[src/include/aii_defs.svh]
// Functional notes
// - Mode 0: read pair loads result 9:6 to aux, 5:2 to accumulator.
// - Mode 1: read pair loads result 7:4 to aux, 3:0 to accumulator.
// - Low-bits read: result 1:0 to accumulator 3:2, accumulator 1:0 cleared.
// - Comparator mode: write compare value takes aux to 7:4, accumulator to 3:0.
// - Mode 0: write compare value is a no-operation.
// - Control register read to and written from accumulator; bit 3 selects mode.
// - Start clears done flag; in mode 0 it begins a conversion.
// - Start in mode 1 begins a comparator operation and clears done flag on the same clock edge.
// - Start decodes from opcode 0x29F, one word, one cycle.
// - Irq enable 0: skip-on-done skips when flag set, then clears flag.
// - Irq enable 1: skip-on-done is no-operation, flag unchanged.
`ifndef AII_DEFS_SVH
`define AII_DEFS_SVH
`define AII_OP_START       10'h29F
`define AII_MODE_BIT       3
`define AII_CONV_CYCLES    8'h10
`define AII_CTRL_RESET     4'h0
`define AII_ADDR_CTRL      12'h000
`define AII_ADDR_RESULT    12'h004
`define AII_ADDR_STATUS    12'h008
`define AII_ADDR_IRQ_EN    12'h00C
`define AII_ADDR_IRQ_CLR   12'h010
`define AII_ADDR_CMP       12'h014
`define AII_ADDR_CMP_IN    12'h018
`endif

[src/include/aii_pkg.sv]
package aii_pkg;
  typedef enum logic [3:0] {
    AII_INS_NONE   = 4'h0,
    AII_INS_RDPAIR = 4'h1,
    AII_INS_RDLOW  = 4'h2,
    AII_INS_WRCMP  = 4'h3,
    AII_INS_RDCTRL = 4'h4,
    AII_INS_WRCTRL = 4'h5,
    AII_INS_START  = 4'h6,
    AII_INS_SKIP   = 4'h7
  } aii_instr_type;
  typedef enum logic [2:0] {
    AII_IDLE = 3'b001,
    AII_CONV = 3'b010,
    AII_CMP  = 3'b100
  } aii_state_type;
endpackage

[src/rtl/aii_converter.sv]
`include "aii_defs.svh"
module aii_converter (
  input  wire logic       pclk,
  input  wire logic       presetn,
  input  wire logic       start,
  input  wire logic       cmp_mode,
  input  wire logic [9:0] sample,
  input  wire logic [7:0] cmp_value,
  output logic [9:0]      result,
  output logic            cmp_out,
  output logic            busy,
  output logic            done
);
  import aii_pkg::*;
  aii_state_type state_reg;
  logic [7:0]    cnt_reg;

  always_ff @(posedge pclk or negedge presetn) begin
    if (!presetn) begin
      state_reg <= AII_IDLE;
      cnt_reg   <= 8'h00;
    end else if (start) begin
      state_reg <= cmp_mode ? AII_CMP : AII_CONV;
      cnt_reg   <= `AII_CONV_CYCLES;
    end else begin
      case (state_reg)
        AII_CONV, AII_CMP: begin
          if (cnt_reg == 8'h01) begin
            state_reg <= AII_IDLE;
          end
          cnt_reg <= cnt_reg - 8'h01;
        end
        default: state_reg <= AII_IDLE;
      endcase
    end
  end

  wire finish = (state_reg != AII_IDLE) && (cnt_reg == 8'h01) && !start;
  assign busy = (state_reg != AII_IDLE);
  assign done = finish;

  always_ff @(posedge pclk or negedge presetn) begin
    if (!presetn) begin
      result  <= 10'h000;
      cmp_out <= 1'b0;
    end else if (finish && state_reg == AII_CONV) begin
      result <= sample;
    end else if (finish) begin
      cmp_out <= (sample[9:2] >= cmp_value);
    end
  end
endmodule

[src/rtl/aii_top.sv]
`include "aii_defs.svh"
module aii_top (
  input  wire logic                   pclk,
  input  wire logic                   presetn,
  input  wire logic [9:0]             opcode,
  input  wire logic                   opcode_valid,
  input  wire aii_pkg::aii_instr_type instr,
  input  wire logic [3:0]             acc_in,
  input  wire logic [3:0]             aux_in,
  input  wire logic                   conv_irq_enable,
  input  wire logic [9:0]             analog_sample,
  output logic                        acc_we,
  output logic [3:0]                  acc_out,
  output logic                        aux_we,
  output logic [3:0]                  aux_out,
  output logic                        skip_next,
  output logic                        comparator_out,
  input  wire logic                   psel,
  input  wire logic                   penable,
  input  wire logic                   pwrite,
  input  wire logic [11:0]            paddr,
  input  wire logic [31:0]            pwdata,
  output logic [31:0]                 prdata,
  output logic                        pready,
  output logic                        pslverr,
  output logic                        irq
);
  import aii_pkg::*;

  logic [3:0] conv_ctrl_reg;
  logic       conv_done_flag;
  logic [7:0] cmp_reg;
  logic [1:0] status_reg;
  logic [1:0] irq_en_reg;
  logic [9:0] result;
  logic       cmp_res;
  logic       busy;
  logic       done;
  logic [9:0] samp_s1_reg;
  logic [9:0] samp_s2_reg;

  wire mode_select_bit   = conv_ctrl_reg[`AII_MODE_BIT];
  wire start_conv_instr  = opcode_valid && (opcode == `AII_OP_START);
  wire skip_on_conv_done = (instr == AII_INS_SKIP);
  wire skip_take         = skip_on_conv_done && !conv_irq_enable && conv_done_flag;
  wire apb_wr            = psel && penable && pwrite;
  wire apb_rd_unmapped;

  always_ff @(posedge pclk or negedge presetn) begin
    if (!presetn) begin
      samp_s1_reg <= 10'h000;
      samp_s2_reg <= 10'h000;
    end else begin
      samp_s1_reg <= analog_sample;
      samp_s2_reg <= samp_s1_reg;
    end
  end

  aii_converter u_conv (
    .pclk      (pclk),
    .presetn   (presetn),
    .start     (start_conv_instr),
    .cmp_mode  (mode_select_bit),
    .sample    (samp_s2_reg),
    .cmp_value (cmp_reg),
    .result    (result),
    .cmp_out   (cmp_res),
    .busy      (busy),
    .done      (done)
  );
  assign comparator_out = cmp_res;

  // Control register
  always_ff @(posedge pclk or negedge presetn) begin
    if (!presetn) begin
      conv_ctrl_reg <= `AII_CTRL_RESET;
    end else if (instr == AII_INS_WRCTRL) begin
      conv_ctrl_reg <= acc_in;
    end else if (apb_wr && paddr == `AII_ADDR_CTRL) begin
      conv_ctrl_reg <= pwdata[3:0];
    end
  end

  // Compare value
  always_ff @(posedge pclk or negedge presetn) begin
    if (!presetn) begin
      cmp_reg <= 8'h00;
    end else if (instr == AII_INS_WRCMP && mode_select_bit) begin
      cmp_reg <= {aux_in, acc_in};
    end else if (apb_wr && paddr == `AII_ADDR_CMP && mode_select_bit) begin
      cmp_reg <= pwdata[7:0];
    end
  end

  // Done flag: finish wins over clear
  always_ff @(posedge pclk or negedge presetn) begin
    if (!presetn) begin
      conv_done_flag <= 1'b0;
    end else if (done) begin
      conv_done_flag <= 1'b1;
    end else if (start_conv_instr) begin
      conv_done_flag <= 1'b0;
    end else if (skip_take) begin
      conv_done_flag <= 1'b0;
    end
  end

  // Accumulator and aux outputs
  always_ff @(posedge pclk or negedge presetn) begin
    if (!presetn) begin
      acc_out <= 4'h0;
      aux_out <= 4'h0;
      acc_we  <= 1'b0;
      aux_we  <= 1'b0;
    end else begin
      acc_we <= 1'b0;
      aux_we <= 1'b0;
      case (instr)
        AII_INS_RDPAIR: begin
          acc_we <= 1'b1;
          aux_we <= 1'b1;
          if (mode_select_bit) begin
            aux_out <= result[7:4];
            acc_out <= result[3:0];
          end else begin
            aux_out <= result[9:6];
            acc_out <= result[5:2];
          end
        end
        AII_INS_RDLOW: begin
          acc_we  <= 1'b1;
          acc_out <= {result[1:0], 2'b00};
        end
        AII_INS_RDCTRL: begin
          acc_we  <= 1'b1;
          acc_out <= conv_ctrl_reg;
        end
        default: begin
        end
      endcase
    end
  end

  always_ff @(posedge pclk or negedge presetn) begin
    if (!presetn) begin
      skip_next <= 1'b0;
    end else begin
      skip_next <= skip_take;
    end
  end

  // Interrupt status: bit0 done, bit1 comparator finish
  always_ff @(posedge pclk or negedge presetn) begin
    if (!presetn) begin
      status_reg <= 2'b00;
    end else begin
      for (int i = 0; i < 2; i++) begin
        if (done && (i == 0 || mode_select_bit)) begin
          status_reg[i] <= 1'b1;
        end else if (apb_wr && paddr == `AII_ADDR_IRQ_CLR && pwdata[i]) begin
          status_reg[i] <= 1'b0;
        end
      end
    end
  end

  always_ff @(posedge pclk or negedge presetn) begin
    if (!presetn) begin
      irq_en_reg <= 2'b00;
    end else if (apb_wr && paddr == `AII_ADDR_IRQ_EN) begin
      irq_en_reg <= pwdata[1:0];
    end
  end
  assign irq = |(status_reg & irq_en_reg);

  // APB read side
  assign pready = 1'b1;
  assign apb_rd_unmapped = !(paddr == `AII_ADDR_CTRL || paddr == `AII_ADDR_RESULT ||
                             paddr == `AII_ADDR_STATUS || paddr == `AII_ADDR_IRQ_EN ||
                             paddr == `AII_ADDR_IRQ_CLR || paddr == `AII_ADDR_CMP ||
                             paddr == `AII_ADDR_CMP_IN);
  assign pslverr = psel && penable && apb_rd_unmapped;

  always_comb begin
    prdata = 32'h0000_0000;
    case (paddr)
      `AII_ADDR_CTRL:   prdata = {28'h000_0000, conv_ctrl_reg};
      `AII_ADDR_RESULT: prdata = {22'h00_0000, result};
      `AII_ADDR_STATUS: prdata = {28'h000_0000, busy, cmp_res, status_reg};
      `AII_ADDR_IRQ_EN: prdata = {30'h0000_0000, irq_en_reg};
      `AII_ADDR_CMP:    prdata = {24'h00_0000, cmp_reg};
      `AII_ADDR_CMP_IN: prdata = {31'h0000_0000, conv_done_flag};
      default:          prdata = 32'h0000_0000;
    endcase
  end
endmodule

[config.mk]
export PLATFORM = sky130hd
export DESIGN_NAME = aii_top
export DESIGN_NICKNAME = d
export VERILOG_FILES = /design/src/include/aii_pkg.sv /design/src/rtl/aii_converter.sv /design/src/rtl/aii_top.sv
export VERILOG_INCLUDE_DIRS = /design/src /design/src/include
export SDC_FILE = /design/constraint.sdc
export NUM_CORES = 1
export LEC_CHECK = 0
export ABC_CLOCK_PERIOD_IN_PS = 2000
export BUFFER_PORTS_ARGS = -buffer_cell sky130_fd_sc_hd__clkbuf_2
export CAP_MARGIN = 20
export CORE_MARGIN = 4
export CORE_UTILIZATION = 35
export DETAILED_ROUTE_END_ITERATION = 16
export SKIP_CTS_REPAIR_TIMING = 1
export SLEW_MARGIN = 40
export SYNTH_ARGS = -nofsm -noshare
export SYNTH_HDL_FRONTEND = slang
export SYNTH_SLANG_ARGS = --single-unit
[constraint.sdc]
create_clock -name pclk -period 2 [get_ports pclk]
set_input_delay 0.4 -clock pclk [delete_from_list [all_inputs] [get_ports pclk]]
set_output_delay 0.4 -clock pclk [all_outputs]
set_load 0.02 [all_outputs]
==> results.cfg, run 1 <==
[cells_and_area]
area_growth_syn_to_layout_pct = 29.7
fin_area_um2 = 4760
diodes = 0
drive_gt1_share_pct = 41.6
final_cell_mix = 71 x clkbuf_2, 69 x dfrtp_1, 36 x mux2_2
num-fill-cells = 1025
final_common_cell = clkbuf_2
final_cells = 583
nNetsFinal = 535
final_util_pct = 46.3

[timing]
timing.hold.ws_ns = 0.0779
min_period_over_period_pct = 112
setup_violations = 11
fin_setup_tns_ns = -1.74
rsz0062_at_grt = yes
period_needed_ns = 2.24
hold_viol = 0
finalClockSkew_ns = 0.00845
worst_pin_slew_ns = 0.574
drv_slew = 0
slew_headroom_pct = 61.5
fmax_mhz = 447
setup_ws_ns = -0.238

[power_and_ir_drop]
switchingPower_mw = 0.972
power_frac_seq_pct = 44.3
power_mw = 3.68
vdd_drop_max_mv = 0.770
combPwrFrac_pct = 17.7
p_int_mw = 2.71
clkPwrFrac_pct = 38.0
p_leak_nw = 2.25
power_density_nw_per_um2 = 774
switching_share_pct = 26.4

[clock_network]
cts_num_sinks = 70
cts_made_buffers = 9
cts_tree = yes
cts-htree-levels = 3
clk_path_buf_depth = 2
cts-root-buf = clkbuf_8
clock_latency_ns = 0.34
clk_pin_slew_ns = 0.07

[yosys]
synth_cells = 334
synth-seq-cells = 70
netlist_area_um2 = 3670
yosysSeqAreaShare_pct = 47.8
synth_flop_cell = dfrtp_1
ys_warn_count = 0
syn_avg_cell_area_um2 = 11.0
synth_cell_types = 52
async_reset_ff_share_pct = 100
synth_edf_count = 0

[detailed_routing]
wl_per_cell_um = 14.9
ant_nets = 0
num_vias = 2841
drtIter0Drc = 102
routed_wl_um = 8710
firstDrtPassIters = 4
via_per_inst = 4.87
drc_errors = 0

[global_routing]
gr-total-overflow = 0
grt_max_degree = 71
grt_pass1_vias = 2782
antenna_found_initial = 0
grt_usage_pct = 14.7
grt_pass1_wl_um = 13800

[status]
status = finished with violations
failed_checks = negative setup slack

[worst_setup_path]
r2r_cells = 4
worstPathMaxFanout = 4
cp-endpoint = prdata[1]
start_kind = input pin
r2r_slack_ns = 0.16
rr_startpoint = u_conv.cnt_reg[5]
worstSetupPathType = in -> out
arrival_ns = 1.84
rr_endpoint = u_conv.cmp_out
critPathRequiredTime_ns = 1.60
worstSetupStartpoint = paddr[8]
endpoint_kind = primary output

[floorplan]
fp.dieH_um = 110
num_rows = 37
dieWidth_um = 110
dieArea_um2 = 12200
start_util_pct = 35.7
ios = 130
core_area_um2 = 10300

[place]
placed_area_um2 = 4360
hpwl_um = 6710
dp_cells = 563
gp_congestion = 0.830
io_buffers = 82
place_ws_ns = -0.300

[min_path]
hold_class = in -> async

[job]
cap_violations = 0
[power by group through the flow]
| stage | clock [mW] | sequential (mW) | combinational (mW) |
|---|---|---|---|
| after floorplan | 0 | 1.64 | 0.448 |
| after global placement | 0 | 1.66 | 0.629 |
| after detailed placement | 0 | 1.66 | 0.646 |
| after CTS | 1.44 | 1.63 | 0.649 |
| after global routing | 1.51 | 1.65 | 0.734 |
| final | 1.40 | 1.63 | 0.652 |
[per-layer routing]
layer	global-route usage, %	up-vias	part of all wire [%]	wire (µm)
li1	-	1367	-	-
met4	3.69	0	0.84	73
met1	20.2	1370	45	3930
met5	0	-	0	0
met2	23.2	96	46	4050
met3	3.90	8	7.5	656
[Yosys cell counts, drive strengths merged, types with 3 or more instances]
| cell | instances | area share, % |
|---|---|---|
| a21oi | 8 | 1.1 |
| a22o | 6 | 1.4 |
| a22oi | 3 | 0.61 |
| a2bb2oi | 4 | 0.96 |
| a31oi | 5 | 0.85 |
| buf | 25 | 4.9 |
| clkbuf | 8 | 0.82 |
| dfrtp | 69 | 47 |
| ha | 10 | 3.4 |
| inv | 13 | 1.3 |
| mux2 | 37 | 11 |
| mux2i | 8 | 2.2 |
| nand2 | 17 | 1.7 |
| nand2b | 3 | 0.51 |
| nand3 | 8 | 1.4 |
| nand4 | 5 | 0.85 |
| nand4b | 6 | 1.4 |
| nor2 | 25 | 2.6 |
| nor2b | 5 | 0.85 |
| nor3 | 7 | 1.1 |
| nor3b | 4 | 0.82 |
| nor4 | 3 | 1.3 |
| o21a | 3 | 0.61 |
| o21ai | 13 | 1.8 |
| or3 | 5 | 0.99 |
| xnor2 | 6 | 1.4 |
[cell families (layout without fill, tap and decap cells)]
family,count (synthesis),after routing,synth area share [%]
flip-flops,70,70,47.8
AO/OA/AOI/OAI,55,55,10.3
other,2,23,0.205
adder cells (fa/ha/maj),10,10,3.41
multiplexers,45,45,13.5
AND/OR/NAND/NOR,100,100,16.2
buffers and inverters,46,138,7.07
XOR/XNOR,6,6,1.43
[worst max-delay path: stages]
cell	delay, ns
clkbuf_2	0.08
or4_4	0.55
buf_6	0.14
or3_4	0.40
nor2_2	0.14
buf_6	0.12
[worst min-delay path by stage]
stage	startpoint	end	slack, ns
final	presetn	samp_s1_reg[2]	0.08
after floorplan	presetn	acc_out[0]	0.10
after CTS	presetn	acc_out[1]	0.08
after global routing	presetn	aux_we	0.1
after global placement	samp_s1_reg[4]	samp_s2_reg[4]	0.33
after detailed placement	samp_s1_reg[8]	samp_s2_reg[8]	0.33
[final cells by class]
class	count	area, µm²	share of cell area, %
inverter	13	48.8	1.03
tap	136	170	3.58
clock buffer	10	138	2.89
timing repair buffer	109	701	14.7
clock inverter	6	109	2.29
sequential	70	1750	36.9
multi-input combinational	239	1840	38.6
Note: power is estimated with default switching activity, not from simulation.
==> inputs of run 2 (changes only) <==
Settings changed: PLACE_DENSITY from default to 0.7.
==> results.cfg, run 2 (synthesized netlist as in run 1, its figures left out) <==
[status]
status = finished with violations
failed_checks = negative setup slack

[timing]
slew_headroom_pct = 63.0
min_period_over_period_pct = 111
setup_violations = 11
fmax_mhz = 450
setup_ws_ns = -0.223
hold_viol = 0
fin_setup_tns_ns = -1.54
rsz0062_at_grt = yes
drv_slew = 0
timing.hold.ws_ns = 0.0688
finalClockSkew_ns = 0.00498
worst_pin_slew_ns = 0.551
period_needed_ns = 2.22

[cells_and_area]
final_cell_mix = 70 x clkbuf_2, 69 x dfrtp_1, 36 x mux2_2
nNetsFinal = 533
final_common_cell = clkbuf_2
num-fill-cells = 977
diodes = 0
drive_gt1_share_pct = 41.3
fin_area_um2 = 4650
area_growth_syn_to_layout_pct = 26.8

[worst_setup_path]
endpoint_kind = primary output
worstPathMaxFanout = 4
worstSetupPathType = in -> out
start_kind = input pin
critPathRequiredTime_ns = 1.60
arrival_ns = 1.82

[global_routing]
grt_usage_pct = 14.9
grt_max_degree = 71
antenna_found_initial = 0
gr-total-overflow = 0
grt_pass1_vias = 2849
grt_pass1_wl_um = 13900

[clock_network]
clk_pin_slew_ns = 0.07
clk_path_buf_depth = 2
cts-root-buf = clkbuf_8
clock_latency_ns = 0.34
cts_tree = yes
cts-htree-levels = 3
cts_made_buffers = 9
cts_num_sinks = 70

[floorplan]
ios = 130
num_rows = 37
dieArea_um2 = 12200
core_area_um2 = 10300
dieWidth_um = 110
start_util_pct = 35.7
fp.dieH_um = 110

[min_path]
hold_class = in -> async

[power_and_ir_drop]
power_mw = 3.27
power_density_nw_per_um2 = 702
vdd_drop_max_mv = 0.430
p_leak_nw = 2.20

[detailed_routing]
num_vias = 2848
drtIter0Drc = 128
firstDrtPassIters = 4
drc_errors = 0
ant_nets = 0
wl_per_cell_um = 15.1
via_per_inst = 4.90
routed_wl_um = 8790

[place]
placed_area_um2 = 4330
hpwl_um = 6690
gp_congestion = 0.863
place_ws_ns = -0.307
io_buffers = 82

[job]
cap_violations = 0
==> run 2: changes by cell type in the layout (fill, tap and decap cells not counted), moves of 2 or more <==
cell,delta
clkinv_2,+3
nor2_2,+2
bufinv_16,-3
nor2_4,-2
==> run 2: worst paths after layout <==
check / endpoint / slack, ns / from / cells past startpoint
hold reg to reg: samp_s2_reg[1] / 0.35 / samp_s1_reg[1] / 0
setup / recovery: prdata[2] / -0.22 / paddr[8] / 6
min in group pclk: samp_s1_reg[6] / 0.15 / analog_sample[6] / 1
setup reg to reg: u_conv.cmp_out / 0.11 / u_conv.cnt_reg[5] / 4
max in group asynchronous: u_conv.state_reg[0] / 1.61 / presetn / 2
hold / removal: samp_s1_reg[2] / 0.07 / presetn / 2
==> run 2: area by class of cell <==
type                    instances  area (µm²)  share of cell area (%)
clock buffers                  11         141                    3.04
clock inverters                 5        25.0                   0.538
inverters                      13        48.8                    1.05
multi-input cells             239        1830                    39.4
flip-flops and latches         70        1750                    37.7
well taps                     136         170                    3.66
repair buffers                107         679                    14.6
==> run 2: worst max-delay path: stages <==
cell and delay, ns:
clkbuf_2 0.08, or4_4 0.55, buf_6 0.14, or3_4 0.39
nor2_2 0.12, buf_4 0.14
==> run 2: metal layers <==
layer | up-vias | GRT usage (%) | part of all wire (%)
met5 | - | 0 | 0
met4 | 0 | 5.89 | 1.6
met3 | 11 | 3.03 | 7.8
met2 | 102 | 24.0 | 48
met1 | 1371 | 19.7 | 43
li1 | 1364 | - | -
==> run 2: through the flow <==
step / utilization (%) / instances
after floorplan: - / 355
after global placement: 42.2 / 561
after detailed placement: 42.2 / 561
after CTS: 43.8 / 577
after global routing: 45.2 / 581
final: 45.2 / 581
==> run 2: report_power, final <==
| part | internal, mW | switching, mW |
|---|---|---|
| combinational | 0.308 | 0.334 |
| sequential | 1.54 | 0.0981 |
| clock | 0.473 | 0.517 |
==> inputs of run 3 (changes only) <==
Settings changed: ABC_AREA from default to 1, PLACE_DENSITY 0.7 to 0.69.
==> results.cfg, run 3 <==
[global_routing]
antenna_found_initial = 0
grt_pass1_vias = 3394
gr-total-overflow = 0
grt_usage_pct = 15.4
grt_pass1_wl_um = 16100
grt_max_degree = 71

[yosys]
synth_flop_cell = dfrtp_1
yosysSeqAreaShare_pct = 44.4
yosysMostFrequentCell = nand2_1
synth_common_cells = 138 x nand2_1, 69 x dfrtp_1, 54 x inv_1, 48 x nand3_1, 44 x nor2_1
netlist_top_cells_area = dfrtp_1 44%, nand2_1 13%, nand3_1 6.1%, inv_1 5.1%, buf_4 4.8%
yosysTopAreaCellShare_pct = 43.7
syn_avg_cell_area_um2 = 7.91
synth_cell_types = 36
synth_edf_count = 0
netlist_area_um2 = 3950
ys_warn_count = 0
synth-seq-cells = 70
async_reset_ff_share_pct = 100
synth_top_area_cell = dfrtp_1
synth_cells = 499

[power_and_ir_drop]
combPwrFrac_pct = 14.2
p_int_mw = 2.78
power_density_nw_per_um2 = 785
power_frac_seq_pct = 42.0
power_mw = 3.81
vdd_drop_max_mv = 0.543
clkPwrFrac_pct = 43.9
switchingPower_mw = 1.03
p_leak_nw = 2.55
switching_share_pct = 27.0

[timing]
setup_violations = 0
period_needed_ns = 1.92
timing.hold.ws_ns = 0.0837
min_period_over_period_pct = 96.1
finalClockSkew_ns = 0.0105
rsz0062_at_grt = yes
hold_viol = 0
drv_slew = 0
slew_headroom_pct = 55.0
worst_pin_slew_ns = 0.672
setup_ws_ns = 0.0777
fmax_mhz = 520

[detailed_routing]
drtIter0Drc = 185
drc_errors = 0
wl_per_cell_um = 13.3
firstDrtPassIters = 4
ant_nets = 0
routed_wl_um = 9820
num_vias = 3479
via_per_inst = 4.72

[clock_network]
cts-htree-levels = 3
cts-root-buf = clkbuf_16
cts_tree = yes
clk_pin_slew_ns = 0.06
cts_made_buffers = 9
cts_num_sinks = 70
clock_latency_ns = 0.33
clk_path_buf_depth = 2

[cells_and_area]
final_common_cell = nand2_1
final_util_pct = 44.4
diodes = 0
drive_gt1_share_pct = 24.6
nNetsFinal = 685
final_cells = 737
final_cell_mix = 136 x nand2_1, 77 x clkbuf_2, 69 x dfrtp_1
area_growth_syn_to_layout_pct = 22.9
num-fill-cells = 1091

[job]
cap_violations = 0

[floorplan]
start_util_pct = 36.1
dieArea_um2 = 13000
num_rows = 38
fp.dieH_um = 114
core_area_um2 = 10900
ios = 130
dieWidth_um = 114

[place]
hpwl_um = 7570
place_ws_ns = 0.0145
dp_cells = 721
gp_congestion = 0.861
io_buffers = 82

[worst_setup_path]
r2r_slack_ns = 0.35
arrival_ns = 1.52
worstPathMaxFanout = 20
critPathRequiredTime_ns = 1.60
endpoint_kind = primary output
worstSetupPathType = in -> out
rr_startpoint = u_conv.cnt_reg[1]
r2r_cells = 7
rr_endpoint = u_conv.result[1]
start_kind = input pin

[min_path]
hold_class = in -> async

[status]
status = completed
==> run 3: cell type report <==
type / count / area [µm²] / share of cell area, %
timing repair buffer: 94 / 552 / 11.4
clock buffer: 12 / 267 / 5.49
clock inverter: 4 / 53.8 / 1.11
multi-input combinational: 359 / 1830 / 37.8
tap: 140 / 175 / 3.61
sequential: 70 / 1750 / 36.1
inverter: 58 / 220 / 4.54
==> run 3: power by group through the flow <==
stage / sequential (mW) / combinational, mW / clock [mW]
after floorplan: 1.62 / 0.324 / 0
after global placement: 1.62 / 0.513 / 0
after detailed placement: 1.62 / 0.538 / 0
after CTS: 1.60 / 0.541 / 1.70
after global routing: 1.61 / 0.604 / 1.76
final: 1.60 / 0.540 / 1.67
==> run 3: worst max-delay path, stage by stage <==
cell	delay (ns)
clkbuf_2	0.08
nor2_1	0.14
nand2_1	0.08
nor2_2	0.13
buf_12	0.17
nand2_2	0.10
o22ai_1	0.23
buf_4	0.19
==> run 3: metrics by stage <==
step | TNS (ns) | instance area (µm²)
6_report | 0 | 4850
5_1_grt | -0.0688 | 4850
4_1_cts | 0 | 4820
3_5_place_dp | 0 | 4500
3_3_place_gp | 0 | 4500
2_1_floorplan | 0 | 4030
==> run 3: worst max path at each step <==
stage,startpoint,endpoint,slack (ns),cells past startpoint
after global routing,paddr[11],prdata[6],-0.02,8
after global placement,paddr[11],prdata[4],0.06,8
final,paddr[7],prdata[5],0.08,8
after detailed placement,paddr[11],prdata[4],0.01,8
after CTS,paddr[11],prdata[4],0.003,8
after floorplan,paddr[7],prdata[6],0.15,5
==> run 3: cell families after synthesis <==
| family | share of synthesized area, % |
|---|---|
| adder cells (fa/ha/maj) | 3.17 |
| AND/OR/NAND/NOR | 33.7 |
| AO/OA/AOI/OAI | 6.66 |
| other | 0.190 |
| buffers and inverters | 11.7 |
| XOR/XNOR | 0.222 |
| flip-flops | 44.4 |
==> run 3: layer usage <==
metal / part of all wire [%] / wire length [µm] / global-route usage, %
met5: 0 / 0 / 0
met2: 48 / 4710 / 25.3
met1: 44 / 4350 / 20.4
met3: 6.6 / 648 / 3.81
met4: 1.1 / 106 / 4.12
